<file path="src/logic/seq_run_regs.svh">
// sequence count, source and error codes and field widths for the sequence run control block
`ifndef SEQ_RUN_REGS_SVH
`define SEQ_RUN_REGS_SVH
`define SEQ_NUM_W 7
`define SEQ_COUNT 100
`define SEQ_SRC_W 2
`define SEQ_SRC_PROMPT 2'h0
`define SEQ_SRC_FIELDBUS 2'h1
`define SEQ_SRC_SEQUENCE 2'h2
`define SEQ_SRC_INPUT 2'h3
`define SEQ_ERR_W 3
`define SEQ_ERR_NONE 3'h0
`define SEQ_ERR_UNKNOWN 3'h1
`define SEQ_ERR_ALARM 3'h2
`define SEQ_ERR_NESTED 3'h3
`define SEQ_ERR_BUSY 3'h4
`define SEQ_ESC_CHAR 8'h1B
`endif

</file>
<file path="src/logic/seq_run_pkg.sv">
// types for the sequence run control block
package seq_run_pkg;
   typedef enum logic [1:0] {
      ST_IDLE,
      ST_RUNNING,
      ST_ABORTING
   } run_state_e;
   typedef enum logic [1:0] {
      END_NONE,
      END_DONE,
      END_ABORT
   } end_cause_e;
endpackage

</file>
<file path="src/logic/seq_start_check.sv">
// start request qualification for the sequence run control block
`timescale 1ns/10ps
`include "seq_run_regs.svh"
module seq_start_check (
   input wire logic i_req,
   input wire logic [`SEQ_SRC_W-1:0] i_src,
   input wire logic i_exists,
   input wire logic i_alarm,
   input wire logic i_running,
   output logic o_ok,
   output logic [`SEQ_ERR_W-1:0] o_err
);
   // refusal priority: nested use, alarm, unknown target, busy
   always_comb begin
      o_ok = 1'b0;
      o_err = `SEQ_ERR_NONE;
      if (i_req) begin
         if (i_src == `SEQ_SRC_SEQUENCE) begin
            o_err = `SEQ_ERR_NESTED;
         end else if (i_alarm) begin
            o_err = `SEQ_ERR_ALARM;
         end else if (i_src != `SEQ_SRC_INPUT && !i_exists) begin
            o_err = `SEQ_ERR_UNKNOWN;
         end else if (i_running) begin
            o_err = `SEQ_ERR_BUSY;
         end else begin
            o_ok = 1'b1;
         end
      end
   end
endmodule

</file>
<file path="src/logic/seq_run_ctrl.sv">
// sequence start, tracking and abort control
`timescale 1ns/10ps
`include "seq_run_regs.svh"
// Notes on behaviour
// - run command starts the named stored sequence
// - target by name or number, must exist; here by number only, start input target unchecked
// - start input also starts a sequence
// - no start while alarm is active
// - prompt returns; sequence runs in background
// - alarm or abort input aborts run
// - abort command or escape aborts run
// - run refused when issued from inside sequence
// - editor blocked while a sequence runs
module seq_run_ctrl (
   input wire logic i_clk,
   input wire logic i_arst_n,
   input wire logic i_run_req,
   input wire logic [`SEQ_SRC_W-1:0] i_run_src,
   input wire logic [`SEQ_NUM_W-1:0] i_run_target,
   input wire logic [`SEQ_COUNT-1:0] i_stored,
   input wire logic [`SEQ_NUM_W-1:0] i_start_target,
   input wire logic i_start_pin,
   input wire logic i_abort_pin,
   input wire logic i_abort_cmd,
   input wire logic i_rx_valid,
   input wire logic [7:0] i_rx_char,
   input wire logic i_alarm,
   input wire logic i_seq_done,
   input wire logic i_seq_stopped,
   input wire logic i_edit_req,
   output logic o_running,
   output logic [`SEQ_NUM_W-1:0] o_seq_num,
   output logic o_begin,
   output logic o_abort,
   output logic o_prompt,
   output logic o_ack,
   output logic o_err_valid,
   output logic [`SEQ_ERR_W-1:0] o_err_code,
   output logic o_edit_grant,
   output logic o_edit_denied,
   output logic [1:0] o_end_cause
);
   seq_run_pkg::run_state_e state_q, state_d;
   logic [`SEQ_NUM_W-1:0] num_q, num_d;
   logic start_pin_q, start_pin_d;
   logic begin_q, begin_d;
   logic abort_q, abort_d;
   logic prompt_q, prompt_d;
   logic ack_q, ack_d;
   logic err_v_q, err_v_d;
   logic [`SEQ_ERR_W-1:0] err_q, err_d;
   logic grant_q, grant_d;
   logic denied_q, denied_d;
   logic [1:0] cause_q, cause_d;
   logic cmd_ok, pin_ok;
   logic [`SEQ_ERR_W-1:0] cmd_err, pin_err;
   logic pin_rise, abort_now, busy;
   logic running_q, running_d;

   function automatic logic seq_exists(
      input logic [`SEQ_COUNT-1:0] map,
      input logic [`SEQ_NUM_W-1:0] num
   );
      seq_exists = (num < `SEQ_NUM_W'(`SEQ_COUNT)) ? map[num] : 1'b0;
   endfunction

   assign busy = (state_q != seq_run_pkg::ST_IDLE);
   assign pin_rise = i_start_pin && !start_pin_q;
   assign abort_now = i_alarm || i_abort_pin || i_abort_cmd ||
      (i_rx_valid && i_rx_char == `SEQ_ESC_CHAR);

   seq_start_check u_cmd_check (
      .i_req(i_run_req),
      .i_src(i_run_src),
      .i_exists(seq_exists(i_stored, i_run_target)),
      .i_alarm(i_alarm),
      .i_running(busy),
      .o_ok(cmd_ok),
      .o_err(cmd_err)
   );

   // pin start: no stored-map check, a command wins a tie
   seq_start_check u_pin_check (
      .i_req(pin_rise && !i_run_req),
      .i_src(`SEQ_SRC_INPUT),
      .i_exists(seq_exists(i_stored, i_start_target)),
      .i_alarm(i_alarm),
      .i_running(busy),
      .o_ok(pin_ok),
      .o_err(pin_err)
   );

   // next state and pulse outputs; pulses default low
   always_comb begin
      state_d = state_q;
      num_d = num_q;
      start_pin_d = i_start_pin;
      begin_d = 1'b0;
      abort_d = 1'b0;
      prompt_d = 1'b0;
      ack_d = 1'b0;
      err_v_d = 1'b0;
      err_d = err_q;
      cause_d = cause_q;
      grant_d = 1'b0;
      denied_d = 1'b0;
      case (state_q)
         seq_run_pkg::ST_IDLE: begin
            if (cmd_ok && !abort_now) begin
               state_d = seq_run_pkg::ST_RUNNING;
               num_d = i_run_target;
               begin_d = 1'b1;
               ack_d = 1'b1;
               prompt_d = 1'b1;
               cause_d = seq_run_pkg::END_NONE;
            end else if (pin_ok && !abort_now) begin
               state_d = seq_run_pkg::ST_RUNNING;
               num_d = i_start_target;
               begin_d = 1'b1;
               cause_d = seq_run_pkg::END_NONE;
            end
         end
         seq_run_pkg::ST_RUNNING: begin
            // abort outranks a same-cycle completion
            if (abort_now) begin
               state_d = seq_run_pkg::ST_ABORTING;
               abort_d = 1'b1;
            end else if (i_seq_done) begin
               state_d = seq_run_pkg::ST_IDLE;
               cause_d = seq_run_pkg::END_DONE;
            end
         end
         seq_run_pkg::ST_ABORTING: begin
            // wait for the executor to report the stop or a completion
            if (i_seq_stopped || i_seq_done) begin
               state_d = seq_run_pkg::ST_IDLE;
               cause_d = seq_run_pkg::END_ABORT;
            end
         end
         default: begin
            state_d = seq_run_pkg::ST_IDLE;
         end
      endcase
      // refused command: state kept, error reported
      if (cmd_err != `SEQ_ERR_NONE) begin
         err_v_d = 1'b1;
         err_d = cmd_err;
         prompt_d = 1'b1;
      end else if (i_run_req && !cmd_ok) begin
         err_v_d = 1'b0;
      end else if (cmd_ok && abort_now) begin
         err_v_d = 1'b1;
         err_d = `SEQ_ERR_ALARM;
         prompt_d = 1'b1;
      end else if (pin_ok && abort_now) begin
         err_v_d = 1'b1;
         err_d = `SEQ_ERR_ALARM;
      end else if (pin_err != `SEQ_ERR_NONE) begin
         err_v_d = 1'b1;
         err_d = pin_err;
      end
      // editor locked while busy or in the start cycle
      if (i_edit_req) begin
         if (busy || begin_d) begin
            denied_d = 1'b1;
         end else begin
            grant_d = 1'b1;
         end
      end

      // running flag is registered so the output comes from a flop
      running_d = (state_d != seq_run_pkg::ST_IDLE);
   end

   // registers only; next values come from the block above
   always_ff @(posedge i_clk or negedge i_arst_n) begin
      if (!i_arst_n) begin
         state_q <= seq_run_pkg::ST_IDLE;
         num_q <= '0;
         start_pin_q <= 1'b0;
         begin_q <= 1'b0;
         abort_q <= 1'b0;
         prompt_q <= 1'b0;
         ack_q <= 1'b0;
         err_v_q <= 1'b0;
         err_q <= `SEQ_ERR_NONE;
         grant_q <= 1'b0;
         denied_q <= 1'b0;
         cause_q <= seq_run_pkg::END_NONE;
         running_q <= 1'b0;
      end else begin
         state_q <= state_d;
         num_q <= num_d;
         start_pin_q <= start_pin_d;
         begin_q <= begin_d;
         abort_q <= abort_d;
         prompt_q <= prompt_d;
         ack_q <= ack_d;
         err_v_q <= err_v_d;
         err_q <= err_d;
         grant_q <= grant_d;
         denied_q <= denied_d;
         cause_q <= cause_d;
         running_q <= running_d;
      end
   end

   // running flag covers the abort drain so the editor stays locked
   assign o_running = running_q;
   assign o_seq_num = num_q;
   assign o_begin = begin_q;
   assign o_abort = abort_q;
   assign o_prompt = prompt_q;
   assign o_ack = ack_q;
   assign o_err_valid = err_v_q;
   assign o_err_code = err_q;
   assign o_edit_grant = grant_q;
   assign o_edit_denied = denied_q;
   assign o_end_cause = cause_q;
endmodule

</file>
<file path="config.mk">
export PLATFORM = sky130hd
export DESIGN_NAME = seq_run_ctrl
export DESIGN_NICKNAME = d
export VERILOG_FILES = /design/src/logic/seq_run_pkg.sv /design/src/logic/seq_start_check.sv /design/src/logic/seq_run_ctrl.sv
export VERILOG_INCLUDE_DIRS = /design/src /design/src/logic
export SDC_FILE = /design/constraint.sdc
export NUM_CORES = 1
export LEC_CHECK = 0
export BUFFER_PORTS_ARGS = -buffer_cell sky130_fd_sc_hd__buf_2
export CORE_MARGIN = 3
export CORE_UTILIZATION = 43
export CTS_CLUSTER_DIAMETER = 120
export DETAILED_ROUTE_END_ITERATION = 8
export HOLD_SLACK_MARGIN = 0.12
export PLACE_DENSITY = 0.93
export RECOVER_POWER = 25
export SETUP_SLACK_MARGIN = 0.3
export SYNTH_ARGS = -nofsm -noshare
export SYNTH_HDL_FRONTEND = slang
export SYNTH_SLANG_ARGS = --single-unit
</file>
<file path="constraint.sdc">
create_clock -name i_clk -period 1.7 [get_ports i_clk]
set_input_delay 0.425 -clock i_clk [delete_from_list [all_inputs] [get_ports i_clk]]
set_output_delay 0.425 -clock i_clk [all_outputs]
set_load 0.01 [all_outputs]
</file>
==> metrics.yaml <==
global_route:
  antenna_found_initial: 0
  grt_start_max_net_pins: 27
  grt_util_all_layers_pct: 28.6
  grt_pass1_vias: 3154
  grt_pass1_wl_um: 14400
  grt_overflow_total: 0
pwr:
  power.internal_w: 0.00139
  netSwitchingFraction_pct: 33.3
  clockPowerShare_pct: 16.6
  vdd_drop_max_uv: 375
  p_per_area_nw_per_um2: 527
  seqPwrFrac_pct: 33.1
  p_comb_share_pct: 50.3
  leakagePower_nw: 1.90
  power_switching_w: 0.000693
die:
  core_area_um2: 5200
  dieHeight_um: 79.9
  dieArea_um2: 6380
  rows: 26
  die_w_um: 79.9
  ios: 155
  start_util_pct: 45.1
clocking:
  cts-root-buf: "clkbuf_8"
  clock_sinks: 23
  cts.htree.levels: 1
  clk_latency_ns: 0.27
  path_clk_slew_ns: 0.08
  clockBufferDepth: 2
  cts_buffers: 3
  cts_tree: "done"
timing:
  setup_ws_ns: -0.798
  post-route-period-util_pct: 147
  fin_skew_ns: 0.00110
  fin_crit_ns: 2.50
  rsz0062_at_grt: "yes"
  holdWs_ns: 0.274
  hold_viol_final: 0
  timing.slew.headroom_pct: 19.7
  maxSlewViolCount: 0
  worst_pin_slew_ns: 1.20
  finalSetupViolCount: 19
  setup_tns_ns: -13.53
  fmax_mhz: 400
yosys:
  synth-xor-area-share_pct: 0
  syn_area_per_cell_um2: 9.78
  synthAdderAreaFrac_pct: 0
  ys_types: 54
  postSynthCellCount: 240
  synth_top_family_by_area: "multiplexers"
  syn_nets: 375
  async_flop_share_pct: 100
  synth_compound_area_share_pct: 22.3
  synth_edf_count: 0
  yosys_warnings: 0
  seq_area_frac_synth_pct: 24.5
  synth_mux_area_share_pct: 28.7
  ys_seq_elements: 23
  synth_ff_type: "dfrtp_1"
  synth_area_um2: 2350
  synth_simple_gate_area_share_pct: 18.2
layout:
  final_common_cell: "buf_2"
  design_area_um2: 3950
  antenna_cells: 0
  nets: 576
  area_growth_pct: 68.1
  instances_no_fill: 510
  drive_gt1_share_pct: 64.5
  layout_common_cells: "buf_2 (151), buf_4 (47), dfrtp_1 (23), mux4_2 (17), nor2_1 (15)"
worst_setup_path:
  critPathKind: "input port to flop"
  cp_data_required_time_ns: 1.86
  cp.arrival_ns: 2.66
  start_kind: "input port"
  worst_setup_path_end_kind: "flop"
  crit_fanout: 8
placement:
  dp_cells: 491
  portBuffers: 154
  dp_hpwl_um: 6890
  place_congestion: 0.854
  dpl_cell_area_um2: 3490
route:
  wl_met2_um: 5210
  drtAntennaViolNets: 0
  drc: 0
  wl_per_cell_um: 18.9
  first_pass_iters: 4
  dr_wl_met3_um: 777
  wl_met1_um: 3210
  highest_layer: "met4"
  avgViaCountPerCell: 5.95
  wirelength_um: 9620
  vias: 3036
  dr.first_iter.drc_count: 193
hold_path:
  hold_path.class: "input port to flop"
outcome:
  violations: "setup timing"
  status: "finished, violations left"
flow_run:
  drv_cap: 0
## Yosys cell counts, types with 4 or more instances
library cell / n / area [um^2]
clkbuf_1: 12 / 45.0
a311o_1: 8 / 80.1
nor4_1: 8 / 50.1
nor3b_1: 4 / 30.0
dfrtp_1: 23 / 576
inv_1: 11 / 41.3
nor2_1: 15 / 56.3
nand3_1: 8 / 40.0
a32oi_1: 7 / 61.3
a21oi_1: 4 / 20.0
mux4_2: 17 / 383
mux2_2: 17 / 191
nand2b_1: 9 / 56.3
nor2b_1: 5 / 31.3
nand2_1: 10 / 37.5
o21ai_0: 13 / 65.1
o22ai_1: 4 / 25.0
mux2i_1: 10 / 100
## state kept, by name, indices dropped and copies added (netlist names)
name           flops
o_abort            1
o_ack              1
o_begin            1
o_edit_denied      1
o_edit_grant       1
o_end_cause        2
o_err_code         3
o_err_valid        1
o_prompt           1
o_running          1
o_seq_num          7
start_pin_q        1
state_q            2
## cell families (layout without fill, tap and decap cells)
kind of cell           after synthesis  count (layout)
AO/OA/AOI/OAI                       67              67
multiplexers                        44              44
buffers and inverters               31             231
AND/OR/NAND/NOR                     75              75
flip-flops                          23              23
## layer usage
layer | up-vias | GRT usage [%]
met3 | 49 | 4.63
met5 | - | 0
li1 | 1367 | -
met1 | 1427 | 30.7
met2 | 193 | 53.2
met4 | 0 | 14.4
## timing repair
item | CTS | global route
pin swaps | 9 | 13
cloned | 1 | 0
setup buffers | 10 | 4
hold buffers | 0 | 0
endpoints found under the setup margin | 20 | 20
gates resized for setup | 37 | 22
## through the flow
step | setup slack, ns | power [W] | util [%]
2_1_floorplan | -1.09 | 0.00118 | -
3_3_place_gp | -1.31 | 0.00156 | 67.1
3_5_place_dp | -1.40 | 0.00159 | 67.1
4_1_cts | -0.765 | 0.00200 | 73.0
5_1_grt | -0.911 | 0.00219 | 75.8
6_report | -0.798 | 0.00208 | 75.8
## path summary, 6_finish.rpt
kind                                       startpoint                         end  slack [ns]  cells past startpoint
worst max-delay path                  i_run_target[1]    o_seq_num[0]$_DFFE_PN0P_       -0.80                     12
worst min-delay path                      i_start_pin       start_pin_q$_DFF_PN0_        0.27                      1
worst max register to register  start_pin_q$_DFF_PN0_  o_end_cause[0]$_DFFE_PN0P_           0                      6
worst min register to register   state_q[1]$_DFF_PN0_        state_q[0]$_DFF_PN0_        0.49                      1
max in group asynchronous                    i_arst_n        state_q[0]$_DFF_PN0_        0.61                      1
min in group asynchronous                    i_arst_n             o_ack$_DFF_PN0_        0.38                      1
## final cells by class
class | count | area, um^2
Multi-Input combinational cell | 186 | 1850
Timing Repair Buffer | 215 | 1340
Fill cell | 346 | 1260
Sequential cell | 23 | 576
Tap cell | 70 | 87.6
Clock buffer | 4 | 45.0
Inverter | 12 | 45.0
## power by group through the flow
stage / Clock (W) / Sequential (W) / Combinational [W]
after floorplan: 0 / 0.000732 / 0.000447
after global placement: 0 / 0.000696 / 0.000863
after detailed placement: 0 / 0.000693 / 0.000895
after CTS: 0.000344 / 0.000689 / 0.000964
after global routing: 0.000371 / 0.000700 / 0.00112
final: 0.000345 / 0.000689 / 0.00105
## critical path, cell delays in order
cell	delay, ns
buf_12	0.11
buf_8	0.13
buf_6	0.11
mux4_2	0.30
mux2i_2	0.20
nor3_2	0.09
buf_4	0.16
nor4_4	0.26
buf_6	0.19
nor4_1	0.07
a311o_1	0.33
mux2_4	0.27
(Power assumes the default switching activity.)
